$ cat src/roi_defs.svh
// Constants for the windowed readout sequencer: offsets, fields, reset values and timing.
`ifndef ROI_DEFS_SVH
`define ROI_DEFS_SVH

// ==========================================================================
// Register offsets
`define ROI_REG_CTRL        8'h00
`define ROI_REG_ROW_START   8'h04
`define ROI_REG_COL_START   8'h08
`define ROI_REG_REF_LEVEL   8'h0C
`define ROI_REG_WIN_WIDTH   8'h10
`define ROI_REG_WIN_HEIGHT  8'h14
`define ROI_REG_STATUS      8'h18

// ==========================================================================
// Field positions and widths
`define ROI_CTRL_ENABLE     0
`define ROI_CTRL_DUAL       1
`define ROI_START_W         10
`define ROI_REF_W           7
`define ROI_ADDR_W          11
`define ROI_CNT_W           12
`define ROI_PIX_W           10
`define ROI_STAT_BUSY       0
`define ROI_STAT_STATE_LSB  4
`define ROI_STAT_ROW_LSB    16

// ==========================================================================
// Reset values
`define ROI_CTRL_RST        2'h0
`define ROI_START_RST       10'h000
`define ROI_REF_RST         7'h7F
`define ROI_ARRAY_RST       12'h800

// ==========================================================================
// Timing
`define ROI_CLK_PERIOD_NS   100
`define ROI_FOT_NS          5000
`define ROI_ROT_NS          200
`define ROI_FOT_CYC         ((`ROI_FOT_NS + `ROI_CLK_PERIOD_NS - 1) / `ROI_CLK_PERIOD_NS)
`define ROI_ROT_CYC         ((`ROI_ROT_NS + `ROI_CLK_PERIOD_NS - 1) / `ROI_CLK_PERIOD_NS)
`define ROI_FIFO_DEPTH      8

`endif

$ cat src/roi_pkg.sv
// Types shared by the windowed readout sequencer modules.
`default_nettype none
package roi_pkg;
	typedef enum logic [2:0] {
		ROI_IDLE = 3'h0,
		ROI_FOT  = 3'h1,
		ROI_ROT  = 3'h3,
		ROI_PIX  = 3'h2
	} roi_state_type;

	typedef enum logic [2:0] {
		ROI_SEL_CTRL,
		ROI_SEL_ROW,
		ROI_SEL_COL,
		ROI_SEL_REF,
		ROI_SEL_WIDTH,
		ROI_SEL_HEIGHT,
		ROI_SEL_STATUS,
		ROI_SEL_NONE
	} roi_sel_type;
endpackage : roi_pkg
`default_nettype wire

$ cat src/roi_stream_if.sv
// Valid/ready stream carrying pixel pairs between the sequencer modules.
`timescale 1ns/1ps
`default_nettype none
interface roi_stream_if #(parameter int WIDTH = 20);
	logic             valid;
	logic             ready;
	logic [WIDTH-1:0] data;
	modport source (output valid, output data, input ready);
	modport sink   (input valid, input data, output ready);
endinterface : roi_stream_if
`default_nettype wire

$ cat src/roi_fifo.sv
// Pixel pair FIFO with parameterised width and depth.
`timescale 1ns/1ps
`default_nettype none
module roi_fifo import roi_pkg::*; #(
	parameter int WIDTH = 20,
	parameter int DEPTH = 8
) (
	input  wire logic   aclk,
	input  wire logic   aresetn,
	input  wire logic   ce,
	roi_stream_if.sink   in_s,
	roi_stream_if.source out_s
);
	localparam int AW = $clog2(DEPTH);

	logic [WIDTH-1:0] mem [DEPTH];
	logic [AW-1:0]    rd_ptr;
	logic [AW-1:0]    next_rd_ptr;
	logic [AW-1:0]    wr_ptr;
	logic [AW-1:0]    next_wr_ptr;
	logic [AW:0]      count;
	logic [AW:0]      next_count;
	logic             push;
	logic             pop;

	assign in_s.ready  = ce && (count != (AW+1)'(DEPTH));
	assign out_s.valid = ce && (count != '0);
	assign out_s.data  = mem[rd_ptr];
	assign push        = in_s.valid && in_s.ready;
	assign pop         = out_s.valid && out_s.ready;

	always_comb begin
		next_wr_ptr = push ? AW'((wr_ptr + 1'b1) % DEPTH) : wr_ptr;
		next_rd_ptr = pop ? AW'((rd_ptr + 1'b1) % DEPTH) : rd_ptr;
		next_count  = count + (AW+1)'(push) - (AW+1)'(pop);
	end

	always_ff @(posedge aclk) begin
		if (!aresetn) begin
			rd_ptr <= '0;
			wr_ptr <= '0;
			count  <= '0;
		end else if (ce) begin
			rd_ptr <= next_rd_ptr;
			wr_ptr <= next_wr_ptr;
			count  <= next_count;
		end
	end

	always_ff @(posedge aclk) begin
		if (ce && push) begin
			mem[wr_ptr] <= in_s.data;
		end
	end
endmodule : roi_fifo
`default_nettype wire

$ cat src/roi_out_stage.sv
// Output stages: single path multiplexing both column buses, or two in-phase paths.
`timescale 1ns/1ps
`default_nettype none
`include "roi_defs.svh"
module roi_out_stage import roi_pkg::*; (
	input  wire logic                   aclk,
	input  wire logic                   aresetn,
	input  wire logic                   ce,
	input  wire logic                   dual,
	input  wire logic [`ROI_REF_W-1:0]  ref_code,
	roi_stream_if.sink                  pairs,
	output logic [`ROI_PIX_W-1:0]       pixel_signal_output_a,
	output logic [`ROI_PIX_W-1:0]       pixel_signal_output_b,
	output logic                        pixel_strobe,
	output logic [`ROI_REF_W-1:0]       reference_level_output_a,
	output logic [`ROI_REF_W-1:0]       reference_level_output_b
);
	logic                  phase;
	logic                  next_phase;
	logic [`ROI_PIX_W-1:0] next_a;
	logic [`ROI_PIX_W-1:0] next_b;
	logic                  next_strobe;

	// In single-output mode the odd half is sent on the second cycle, so a pair is popped only then.
	assign pairs.ready = ce && (dual || phase);

	always_comb begin
		next_phase  = phase;
		next_a      = pixel_signal_output_a;
		next_b      = pixel_signal_output_b;
		next_strobe = 1'b0;
		if (pairs.valid) begin
			next_strobe = 1'b1;
			if (dual) begin
				next_a     = pairs.data[`ROI_PIX_W-1:0];
				next_b     = pairs.data[2*`ROI_PIX_W-1:`ROI_PIX_W];
				next_phase = 1'b0;
			end else begin
				next_a     = phase ? pairs.data[2*`ROI_PIX_W-1:`ROI_PIX_W] : pairs.data[`ROI_PIX_W-1:0];
				next_b     = '0;
				next_phase = !phase;
			end
		end
	end

	always_ff @(posedge aclk) begin
		if (!aresetn) begin
			phase                    <= 1'b0;
			pixel_signal_output_a    <= '0;
			pixel_signal_output_b    <= '0;
			pixel_strobe             <= 1'b0;
			reference_level_output_a <= `ROI_REF_RST;
			reference_level_output_b <= `ROI_REF_RST;
		end else if (ce) begin
			phase                    <= next_phase;
			pixel_signal_output_a    <= next_a;
			pixel_signal_output_b    <= next_b;
			pixel_strobe             <= next_strobe;
			reference_level_output_a <= ref_code;
			reference_level_output_b <= ref_code;
		end
	end
endmodule : roi_out_stage
`default_nettype wire

$ cat src/roi_readout.sv
// Windowed readout addressing and output sequencing for a 2048 by 2048 array.
// ==========================================================================
// Overview of operation
// - The window set by the width and height registers, up to the whole 2048 by 2048 array, is read line after line in progressive order.
// - One column address register and two row address registers select the pixels being read.
// - Pixels leave on one path or on two parallel paths, each path carrying one sample per clock.
// - Row and column start positions step by two, so only even starts exist.
// - Row start and column start are each a 10-bit register loaded by the controller.
// - A loaded start n begins readout at line 2n and column 2n.
// - A column or row sync pulse presets the matching address register to its start value, and the second row register to one past it.
// - A frame is one frame overhead plus, per line, one row overhead and, in dual-output mode, one clock per pixel pair.
// - The frame overhead lasts 5 us once per frame before the first line.
// - The row overhead lasts 200 ns per line.
// - In single-output mode the two column buses are multiplexed alternately onto one output.
// - In dual-output mode both outputs carry their samples in phase.
// - Each output stage drives a reference level set by a 7-bit code.
`timescale 1ns/1ps
`default_nettype none
`include "roi_defs.svh"
module roi_readout import roi_pkg::*; (
	input  wire logic                    aclk,
	input  wire logic                    aresetn,
	input  wire logic                    ce,
	input  wire logic [7:0]              s_axi_awaddr,
	input  wire logic [2:0]              s_axi_awprot,
	input  wire logic                    s_axi_awvalid,
	output logic                         s_axi_awready,
	input  wire logic [31:0]             s_axi_wdata,
	input  wire logic [3:0]              s_axi_wstrb,
	input  wire logic                    s_axi_wvalid,
	output logic                         s_axi_wready,
	output logic [1:0]                   s_axi_bresp,
	output logic                         s_axi_bvalid,
	input  wire logic                    s_axi_bready,
	input  wire logic [7:0]              s_axi_araddr,
	input  wire logic [2:0]              s_axi_arprot,
	input  wire logic                    s_axi_arvalid,
	output logic                         s_axi_arready,
	output logic [31:0]                  s_axi_rdata,
	output logic [1:0]                   s_axi_rresp,
	output logic                         s_axi_rvalid,
	input  wire logic                    s_axi_rready,
	input  wire logic                    sync_x_pin,
	input  wire logic                    sync_y_pin,
	input  wire logic [`ROI_PIX_W-1:0]   col_bus_even,
	input  wire logic [`ROI_PIX_W-1:0]   col_bus_odd,
	output logic [`ROI_ADDR_W-1:0]       col_addr,
	output logic [`ROI_ADDR_W-1:0]       row_addr_sel,
	output logic [`ROI_ADDR_W-1:0]       row_addr_prep,
	output logic                         frame_busy,
	output logic [`ROI_PIX_W-1:0]        pixel_signal_output_a,
	output logic [`ROI_PIX_W-1:0]        pixel_signal_output_b,
	output logic                         pixel_strobe,
	output logic [`ROI_REF_W-1:0]        reference_level_output_a,
	output logic [`ROI_REF_W-1:0]        reference_level_output_b
);
	localparam logic [7:0] FOT_LAST = 8'(`ROI_FOT_CYC - 1);
	localparam logic [7:0] ROT_LAST = 8'(`ROI_ROT_CYC - 1);
	// ==========================================================================
	// Register decode and byte-lane merge
	function automatic roi_sel_type decode(input logic [7:0] addr);
		if (addr == `ROI_REG_CTRL) begin
			return ROI_SEL_CTRL;
		end else if (addr == `ROI_REG_ROW_START) begin
			return ROI_SEL_ROW;
		end else if (addr == `ROI_REG_COL_START) begin
			return ROI_SEL_COL;
		end else if (addr == `ROI_REG_REF_LEVEL) begin
			return ROI_SEL_REF;
		end else if (addr == `ROI_REG_WIN_WIDTH) begin
			return ROI_SEL_WIDTH;
		end else if (addr == `ROI_REG_WIN_HEIGHT) begin
			return ROI_SEL_HEIGHT;
		end else if (addr == `ROI_REG_STATUS) begin
			return ROI_SEL_STATUS;
		end else begin
			return ROI_SEL_NONE;
		end
	endfunction : decode
	function automatic logic [31:0] merge(input logic [31:0] old, input logic [31:0] data, input logic [3:0] strb);
		logic [31:0] res;
		res = old;
		for (int i = 0; i < 4; i++) begin
			if (strb[i]) begin
				res[8*i +: 8] = data[8*i +: 8];
			end
		end
		return res;
	endfunction : merge
	// ==========================================================================
	// Registers and their next values
	logic [1:0]                 ctrl;
	logic [`ROI_START_W-1:0]    row_start;
	logic [`ROI_START_W-1:0]    col_start;
	logic [`ROI_REF_W-1:0]      ref_code;
	logic [`ROI_CNT_W-1:0]      win_width;
	logic [`ROI_CNT_W-1:0]      win_height;
	logic [1:0]                 next_ctrl;
	logic [`ROI_START_W-1:0]    next_row_start;
	logic [`ROI_START_W-1:0]    next_col_start;
	logic [`ROI_REF_W-1:0]      next_ref_code;
	logic [`ROI_CNT_W-1:0]      next_win_width;
	logic [`ROI_CNT_W-1:0]      next_win_height;
	logic                       aw_held;
	logic                       w_held;
	logic [7:0]                 aw_addr;
	logic [31:0]                w_data;
	logic [3:0]                 w_strb;
	logic                       next_aw_held;
	logic                       next_w_held;
	logic [7:0]                 next_aw_addr;
	logic [31:0]                next_w_data;
	logic [3:0]                 next_w_strb;
	logic                       next_bvalid;
	logic [1:0]                 next_bresp;
	logic                       next_rvalid;
	logic [1:0]                 next_rresp;
	logic [31:0]                next_rdata;
	roi_state_type              state;
	roi_state_type              next_state;
	logic [7:0]                 timer;
	logic [7:0]                 next_timer;
	logic [`ROI_CNT_W-1:0]      row_count;
	logic [`ROI_CNT_W-1:0]      next_row_count;
	logic [`ROI_CNT_W-1:0]      col_count;
	logic [`ROI_CNT_W-1:0]      next_col_count;
	logic [`ROI_ADDR_W-1:0]     next_col_addr;
	logic [`ROI_ADDR_W-1:0]     next_row_addr_sel;
	logic [`ROI_ADDR_W-1:0]     next_row_addr_prep;
	logic [2:0]                 sync_x_pipe;
	logic [2:0]                 sync_y_pipe;
	logic                       sync_x_rise;
	logic                       sync_y_rise;
	logic [`ROI_ADDR_W-1:0]     row_origin;
	logic [`ROI_ADDR_W-1:0]     col_origin;
	roi_stream_if #(.WIDTH(2*`ROI_PIX_W)) to_fifo ();
	roi_stream_if #(.WIDTH(2*`ROI_PIX_W)) to_stage ();
	// ==========================================================================
	// Bus slave
	assign s_axi_awready = ce && !aw_held && !s_axi_bvalid;
	assign s_axi_wready  = ce && !w_held && !s_axi_bvalid;
	assign s_axi_arready = ce && !s_axi_rvalid;
	always_comb begin
		next_aw_held    = aw_held;
		next_w_held     = w_held;
		next_aw_addr    = aw_addr;
		next_w_data     = w_data;
		next_w_strb     = w_strb;
		next_bvalid     = s_axi_bvalid && !s_axi_bready;
		next_bresp      = s_axi_bresp;
		next_rvalid     = s_axi_rvalid && !s_axi_rready;
		next_rresp      = s_axi_rresp;
		next_rdata      = s_axi_rdata;
		next_ctrl       = ctrl;
		next_row_start  = row_start;
		next_col_start  = col_start;
		next_ref_code   = ref_code;
		next_win_width  = win_width;
		next_win_height = win_height;
		if (s_axi_awvalid && s_axi_awready) begin
			next_aw_held = 1'b1;
			next_aw_addr = s_axi_awaddr;
		end
		if (s_axi_wvalid && s_axi_wready) begin
			next_w_held = 1'b1;
			next_w_data = s_axi_wdata;
			next_w_strb = s_axi_wstrb;
		end
		if (aw_held && w_held && !s_axi_bvalid) begin
			next_aw_held = 1'b0;
			next_w_held  = 1'b0;
			next_bvalid  = 1'b1;
			next_bresp   = 2'h0;
			case (decode(aw_addr))
				ROI_SEL_CTRL:   next_ctrl       = 2'(merge({30'h0, ctrl}, w_data, w_strb));
				ROI_SEL_ROW:    next_row_start  = 10'(merge({22'h0, row_start}, w_data, w_strb));
				ROI_SEL_COL:    next_col_start  = 10'(merge({22'h0, col_start}, w_data, w_strb));
				ROI_SEL_REF:    next_ref_code   = 7'(merge({25'h0, ref_code}, w_data, w_strb));
				ROI_SEL_WIDTH:  next_win_width  = 12'(merge({20'h0, win_width}, w_data, w_strb));
				ROI_SEL_HEIGHT: next_win_height = 12'(merge({20'h0, win_height}, w_data, w_strb));
				ROI_SEL_STATUS: next_bresp      = 2'h0;
				default:        next_bresp      = 2'h2;
			endcase
		end
		if (s_axi_arvalid && s_axi_arready) begin
			next_rvalid = 1'b1;
			next_rresp  = (decode(s_axi_araddr) == ROI_SEL_NONE) ? 2'h2 : 2'h0;
			case (decode(s_axi_araddr))
				ROI_SEL_CTRL:   next_rdata = {30'h0, ctrl};
				ROI_SEL_ROW:    next_rdata = {22'h0, row_start};
				ROI_SEL_COL:    next_rdata = {22'h0, col_start};
				ROI_SEL_REF:    next_rdata = {25'h0, ref_code};
				ROI_SEL_WIDTH:  next_rdata = {20'h0, win_width};
				ROI_SEL_HEIGHT: next_rdata = {20'h0, win_height};
				ROI_SEL_STATUS: next_rdata = {4'h0, row_count, 9'h0, state, 3'h0, frame_busy};
				default:        next_rdata = 32'h0;
			endcase
		end
	end

	always_ff @(posedge aclk) begin
		if (!aresetn) begin
			aw_held      <= 1'b0;
			w_held       <= 1'b0;
			aw_addr      <= 8'h00;
			w_data       <= 32'h0;
			w_strb       <= 4'h0;
			s_axi_bvalid <= 1'b0;
			s_axi_bresp  <= 2'h0;
			s_axi_rvalid <= 1'b0;
			s_axi_rresp  <= 2'h0;
			s_axi_rdata  <= 32'h0;
			ctrl         <= `ROI_CTRL_RST;
			row_start    <= `ROI_START_RST;
			col_start    <= `ROI_START_RST;
			ref_code     <= `ROI_REF_RST;
			win_width    <= `ROI_ARRAY_RST;
			win_height   <= `ROI_ARRAY_RST;
		end else if (ce) begin
			aw_held      <= next_aw_held;
			w_held       <= next_w_held;
			aw_addr      <= next_aw_addr;
			w_data       <= next_w_data;
			w_strb       <= next_w_strb;
			s_axi_bvalid <= next_bvalid;
			s_axi_bresp  <= next_bresp;
			s_axi_rvalid <= next_rvalid;
			s_axi_rresp  <= next_rresp;
			s_axi_rdata  <= next_rdata;
			ctrl         <= next_ctrl;
			row_start    <= next_row_start;
			col_start    <= next_col_start;
			ref_code     <= next_ref_code;
			win_width    <= next_win_width;
			win_height   <= next_win_height;
		end
	end
	// ==========================================================================
	// Sync pulse synchronisers; edges are taken from the second and third stages only.
	always_ff @(posedge aclk) begin
		if (!aresetn) begin
			sync_x_pipe <= 3'h0;
			sync_y_pipe <= 3'h0;
		end else if (ce) begin
			sync_x_pipe <= {sync_x_pipe[1:0], sync_x_pin};
			sync_y_pipe <= {sync_y_pipe[1:0], sync_y_pin};
		end
	end
	assign sync_x_rise = sync_x_pipe[1] && !sync_x_pipe[2];
	assign sync_y_rise = sync_y_pipe[1] && !sync_y_pipe[2];
	assign row_origin  = {row_start, 1'b0};
	assign col_origin  = {col_start, 1'b0};
	// ==========================================================================
	// Frame sequencer
	assign frame_busy     = (state != ROI_IDLE);
	assign to_fifo.valid  = ce && (state == ROI_PIX);
	assign to_fifo.data   = {col_bus_odd, col_bus_even};
	always_comb begin
		next_state         = state;
		next_timer         = timer;
		next_row_count     = row_count;
		next_col_count     = col_count;
		next_col_addr      = col_addr;
		next_row_addr_sel  = row_addr_sel;
		next_row_addr_prep = row_addr_prep;
		case (state)
			ROI_IDLE: begin
				if (sync_y_rise && ctrl[`ROI_CTRL_ENABLE]) begin
					next_state     = ROI_FOT;
					next_timer     = FOT_LAST;
					next_row_count = '0;
				end
			end
			ROI_FOT: begin
				if (timer == 8'h00) begin
					next_state = ROI_ROT;
					next_timer = ROT_LAST;
				end else begin
					next_timer = timer - 8'h01;
				end
			end
			ROI_ROT: begin
				if (timer == 8'h00) begin
					next_state     = ROI_PIX;
					next_col_count = '0;
					next_col_addr  = col_origin;
				end else begin
					next_timer = timer - 8'h01;
				end
			end
			ROI_PIX: begin
				if (to_fifo.ready) begin
					next_col_count = col_count + 12'h002;
					next_col_addr  = col_addr + 11'h002;
					if (col_count + 12'h002 >= win_width) begin
						if (row_count + 12'h001 >= win_height) begin
							next_state = ROI_IDLE;
						end else begin
							next_state         = ROI_ROT;
							next_timer         = ROT_LAST;
							next_row_count     = row_count + 12'h001;
							next_row_addr_sel  = row_addr_sel + 11'h001;
							next_row_addr_prep = row_addr_prep + 11'h001;
						end
					end
				end
			end
			default: next_state = ROI_IDLE;
		endcase
		// A sync pulse wins over the sequencer's own stepping in the same cycle.
		if (sync_x_rise) begin
			next_col_addr = col_origin;
		end
		if (sync_y_rise) begin
			next_row_addr_sel  = row_origin;
			next_row_addr_prep = row_origin + 11'h001;
		end
	end
	always_ff @(posedge aclk) begin
		if (!aresetn) begin
			state         <= ROI_IDLE;
			timer         <= 8'h00;
			row_count     <= '0;
			col_count     <= '0;
			col_addr      <= '0;
			row_addr_sel  <= '0;
			row_addr_prep <= 11'h001;
		end else if (ce) begin
			state         <= next_state;
			timer         <= next_timer;
			row_count     <= next_row_count;
			col_count     <= next_col_count;
			col_addr      <= next_col_addr;
			row_addr_sel  <= next_row_addr_sel;
			row_addr_prep <= next_row_addr_prep;
		end
	end
	// ==========================================================================
	// Pixel buffering and output stages
	// The FIFO absorbs the rate gap in single-output mode by stalling the column walk.
	roi_fifo #(
		.WIDTH (2*`ROI_PIX_W),
		.DEPTH (`ROI_FIFO_DEPTH)
	) roi_fifo_inst (
		.aclk    (aclk),
		.aresetn (aresetn),
		.ce      (ce),
		.in_s    (to_fifo.sink),
		.out_s   (to_stage.source)
	);
	roi_out_stage roi_out_stage_inst (
		.aclk                     (aclk),
		.aresetn                  (aresetn),
		.ce                       (ce),
		.dual                     (ctrl[`ROI_CTRL_DUAL]),
		.ref_code                 (ref_code),
		.pairs                    (to_stage.sink),
		.pixel_signal_output_a    (pixel_signal_output_a),
		.pixel_signal_output_b    (pixel_signal_output_b),
		.pixel_strobe             (pixel_strobe),
		.reference_level_output_a (reference_level_output_a),
		.reference_level_output_b (reference_level_output_b)
	);
endmodule : roi_readout
`default_nettype wire

$ cat config.mk
export PLATFORM = sky130hd
export DESIGN_NAME = roi_readout
export DESIGN_NICKNAME = d
export VERILOG_FILES = /design/src/roi_pkg.sv /design/src/roi_stream_if.sv /design/src/roi_fifo.sv /design/src/roi_out_stage.sv /design/src/roi_readout.sv
export VERILOG_INCLUDE_DIRS = /design/src
export SDC_FILE = /design/constraint.sdc
export NUM_CORES = 1
export LEC_CHECK = 0
export BUFFER_PORTS_ARGS = -buffer_cell sky130_fd_sc_hd__buf_2
export CAP_MARGIN = 20
export CORE_UTILIZATION = 35
export CTS_CLUSTER_SIZE = 10
export DETAILED_ROUTE_END_ITERATION = 10
export GPL_TIMING_DRIVEN = 0
export PLACE_DENSITY = 0.53
export SKIP_LAST_GASP = 1
export SLEW_MARGIN = 0
export SYNTH_ARGS = -nofsm -noshare
export SYNTH_HDL_FRONTEND = slang
export SYNTH_SLANG_ARGS = --single-unit
$ cat constraint.sdc
create_clock -name aclk -period 3.75 [get_ports aclk]
set_input_delay 0 -clock aclk [delete_from_list [all_inputs] [get_ports aclk]]
set_output_delay 0 -clock aclk [all_outputs]
set_load 0.01 [all_outputs]
# == Word level (Yosys, flattened, before mapping) ==
# Memories as Yosys holds them, arrays and structs flattened. A register that Yosys moved wholly into a read port is not among the register bits.
# Index checks and enable logic that the tools add are counted.
# word_totals
ff_bits,228
ramBits,160
in_bits,88
output_inout_bits,110
wordCells,235
memories,1
# op_classes
n_addsub,11
order_cmp,2
n_eq_ne,39
muxes,70
n_reduce_logical,75
# mem_list
name,words,width,read_ports,rd_ports_with_merged_regs,write_ports,line_no,rtl
roi_fifo_inst.mem,8,20,1,1,1,roi_fifo.sv:16,logic [WIDTH-1:0] mem [DEPTH];
# op_table
operator,count
$pmux 28 s7,1
$mux 11,13
$mux 12,6
$mux 3,17
$eq 8x5->1 const B,6
$mux 8,6
$pmux 12 s2,2
$reduce_and 4->1,12
$add 11x1->11 const B,3
$eq 8x4->1 const B,4
$pmux 8 s4,1
$mux 10,3
$ge 12x12->1,2
$logic_not 8->1,3
$logic_and 1x1->1,22
$pmux 11 s2,1
$eq 3x3->1 const B,7
$eq 3x2->1 const B,6
$reduce_and 2->1,9
$eq 8x3->1 const B,2
$mux 2,7
$reduce_bool 2->1,7
$add 12x1->12 const B,1
$add 12x2->12 const B,1
22 further kinds,55

# == Longest topological paths before layout ==
# logic_depth
depth_word,12
ltp_mapped,14
ltp_nobuf,13

# == By module ==
# Synthesis repeated with hierarchy kept, for this count alone.
# hier_totals
cells_unflattened,1566
hier_area_um2,17147.7
# by_module_without_submodules
module,instances,cells_per_inst,area_each_um2,seq_area_each_um2
roi_readout,1,1121,9031.2,3523.4
roi_fifo,1,316,6902.9,5064.9
roi_out_stage,1,129,1213.7,580.6

# == Least setup slack after synthesis ==
# No wires, ideal clock.
# synth_path
kind,register -> register
start,register roi_fifo_inst.count[2]
end,"memory roi_fifo_inst.mem[2][0], enable pin"
setup_ps,455
t_arrival_ps,3107
required_ps,3295
path_slack_ps,187
stages_incl_launch_ff,6
path_buffers,0
period_less_slack_ps,3563
cell_sequence,dfxtp_1 -> inv_1 -> ha_1 -> nand2_1 -> nand3_1 -> nor4b_1
# synth_between
elab_chain_len,6
# synth_lines
element,line_no,rtl
start: declaration,roi_fifo.sv:21,logic [AW:0] count;
start signal: assignment,roi_fifo.sv:46,count <= next_count;
$ne 4x4->1,roi_fifo.sv:26,assign in_s.ready = ce && (count != (AW+1)'(DEPTH));
$logic_and 1x1->1,roi_fifo.sv:26,
$logic_and 1x1->1,roi_fifo.sv:29,assign push = in_s.valid && in_s.ready;
$logic_and 1x1->1,roi_fifo.sv:51,if (ce && push) begin
$mux 1,roi_fifo.sv:51,
$mux 1 (implied by the code),roi_fifo.sv:52,mem[wr_ptr] <= in_s.data;
end: declaration,roi_fifo.sv:16,
# Every way passes these cells.

# == Final worst setup path ==
# layout_path
start,register row_count[0]
end,register row_addr_prep[0]
# layout_between
elab_chain_len,4
# layout_lines
element,line_no,rtl
start: declaration,roi_readout.sv:123,logic [`ROI_CNT_W-1:0] row_count;
start signal: assignment,roi_readout.sv:331,row_count <= next_row_count;
$add 12x1->12,roi_readout.sv:296,if (row_count + 12'h001 >= win_height) begin
$ge 12x12->1,roi_readout.sv:296,
$ne 2x2->1 (no source line),--,
$reduce_and 5->1 (no source line),--,
end signal: assignment,roi_readout.sv:335,row_addr_prep <= next_row_addr_prep;
end: declaration,roi_readout.sv:49,"output logic [`ROI_ADDR_W-1:0] row_addr_prep,"
# Every way passes these cells.
# A chain may end at the register's enable or synchronous reset.

==> flow_summary.ini <==
[run_status]
status = finished with violations
violations = design-rule violations

[global_route]
grt_pass1_wl_mm = 73.3
grt_pass1_vias = 12528
antenna_found_initial = 1
grtUsageTotal_pct = 20.1
grt_start_max_net_pins = 12
gr-total-overflow = 0

[floorplan]
die_h_um = 220
initial_utilization_pct = 35.5
die_w_um = 220
rows = 79
die-area_sq_um = 48200
coreArea_sq_um = 46700
pin_count = 198

[clock_tree]
cts_tree = done
clkTransAtPathRegs_ns = 0.06
cts_sinks = 378
cts.root.buffer_cell = clkbuf_16
clock_path_buffers = 3
htree_num_levels = 2
clkLatencyLatePin_ns = 0.57
cts_buffers = 45

[finish]
antenna_cells = 0
drive_gt1_share_pct = 18.5
area_growth_pct = 23.1
final_area_sq_um = 20400
final_cells = 2446
final_nets = 1941

[sta]
period_share_pct = 94.7
hold_viol_final = 0
finalCriticalPeriod_ns = 3.55
finalSetupViolCount = 0
slew_violations = 0
max_freq_ghz = 0.282
worstMarginPinSlew_ns = 1.05
fin_skew_ns = 0.0145
slew-limit-headroom_pct = 29.9

[place]
dpl_cell_area_sq_um = 18400
io_buffers = 155
dp_hpwl_mm = 34.7
gp_congestion = 0.865
placed_cells = 2310

[worst_setup_path]
cpMaxStageDelayCell = o41ai_1
cp_max_fo = 10
cp-end-kind = flip-flop
crit_arrival_ns = 3.97
crit_required_ns = 4.17
crit_path_start_kind = flip-flop
path_class = reg -> reg
cpPeakStageDelay_ns = 0.74
crit_chain = ha_1, and3_1, nand3_1, xnor2_1, ha_1, nand2_1, o41ai_1, a211oi_1, a21oi_1, buf_2, mux2i_1, nand2_1

[logic_synthesis]
synthTopCellsByCount = dfxtp_1, nor2_1, nand2_1, edfxtp_1, a21oi_1
yosysWarnings = 0
synth.distinct_cells = 76
synthArstFlopShare_pct = 0
synth.most_common_cell = dfxtp_1
ys_ff_latch = 378
synth-edff-count = 160
synth.area.top_cells = edfxtp_1, dfxtp_1, mux4_2
yosysSeqAreaShare_pct = 55.3
yosysTopAreaCellShare_pct = 29.0
yosysTopAreaCell = edfxtp_1
synthFlopType = dfxtp_1
synthCells = 1519
syn_area_sq_um = 16600
post_synth.cell_area_avg_sq_um = 10.9

[hold_path]
min_path_type = in -> reg

[detailed_routing]
dr.pass1.iters = 8
drc = 20
wl_per_cell_um = 19.7
vias = 12728
totalWireLength_mm = 48.2
viasPerCell = 5.20
detail-route-antenna-nets = 0
drtIter0Drc = 901

[pwr]
p_leak_uw = 0.00747
p_per_area_nw_per_um2 = 435
ir_drop_mv = 0.369

[run]
maxCapViolCount = 0
[where the power goes]
group | internal, uW | total [uW] | switching [uW]
registers | 4320 | 4370 | 42.0
logic | 199 | 506 | 307
clock network | 2340 | 4000 | 1660
[worst paths after layout]
| kind | startpoint | endpoint | slack [ns] | cells after the start |
|---|---|---|---|---|
| max | row_count[0] | row_addr_prep[0] | 0.20 | 12 |
| min | ce | state[1] | 0.04 | 4 |
| max reg2reg | row_count[0] | row_addr_prep[0] | 0.20 | 12 |
| min reg2reg | aw_addr[6] | aw_addr[6] | 0.46 | 2 |
[registers in the layout, indices dropped and copies added, names as in the netlist, 8 cells and up, named ones only]
name                                      cells
w_data                                       12
win_height                                   12
roi_fifo_inst.mem                           160
roi_out_stage_inst.pixel_signal_output_a     10
col_addr                                     10
row_addr_sel                                 11
s_axi_rdata                                  24
col_start                                    10
col_count                                    11
roi_out_stage_inst.pixel_signal_output_b     10
timer                                         8
win_width                                    12
row_count                                    12
aw_addr                                       8
row_start                                    10
row_addr_prep                                11
[logic make-up (layout without fill, tap and decap cells)]
family | after synthesis | in the layout | share of synthesized area (%)
other | 1 | 11 | 0.0226
AOI/OAI and AO/OA | 297 | 297 | 11.6
buffers and inverters | 150 | 460 | 3.93
and+or+nand+nor | 494 | 494 | 13.5
DFF | 378 | 378 | 55.3
xor gates and xnor gates | 24 | 24 | 1.27
muxes | 136 | 136 | 11.3
adders and majority gates | 39 | 39 | 2.99
[layout make-up]
cell class | instances | area [sq um]
fillers | 4447 | 26200
flip-flops and latches | 378 | 9170
multi-input cells | 1001 | 6900
repair buffers | 239 | 1620
clock buffers | 69 | 1290
well taps | 607 | 759
plain buffers | 106 | 488
inverters | 43 | 161
clock inverters | 3 | 26.3
[per-layer routing]
layer  routed length, um  track usage [%]  share of wire [%]
met2               23200             33.6                 48
met4                1770             8.34                3.7
met3                2220             3.00                4.6
met1               21000             25.8                 44
met5                   0                0                  0
[worst max-delay path: cells and delay by family (launching register included)]
kind / cells / cell delay, ns
XOR/XNOR: 1 / 0.19
flip-flops: 1 / 0.44
AO/OA/AOI/OAI: 3 / 1.25
adder cells (fa/ha/maj): 2 / 0.52
buffers and inverters: 1 / 0.27
multiplexers: 1 / 0.21
AND/OR/NAND/NOR: 4 / 0.52
[cell usage in the layout (no fill, tap or decap), types with 38 or more instances in the layout]
cell and instances:
dfxtp_1 218, nor2_1 172, buf_2 163, nand2_1 162, edfxtp_1 160, a21oi_1 105
clkbuf_1 91, mux2i_1 91, dlygate4sd3_1 62, clkbuf_16 47, nand3_1 41, inv_1 41
mux4_2 41, ha_1 38
[stage by stage]
stage | TNS, ns | worst slack [ns] | util, % | power [uW] | hold WS (ns)
6_report | 0 | 0.199 | 43.7 | 8870 | 0.0353
4_1_cts | 0 | 0.0103 | 43.6 | 8970 | 0.0128
3_5_place_dp | -5.85 | -0.405 | 39.4 | 4910 | 0.250
2_1_floorplan | 0 | 0.187 | - | 4710 | 0.0989
5_1_grt | -0.0775 | -0.0298 | 43.7 | 9170 | 0.0494
3_3_place_gp | -243.43 | -2.56 | 38.9 | 4900 | 0.237
[repair_timing]
action	CTS	global route
setup buffers	0	3
setup endpoints to repair	24	37
pin swaps	0	3
hold endpoints to repair	192	0
gates resized for setup	5	11
hold buffers	62	0
(Power assumes the default switching activity.)
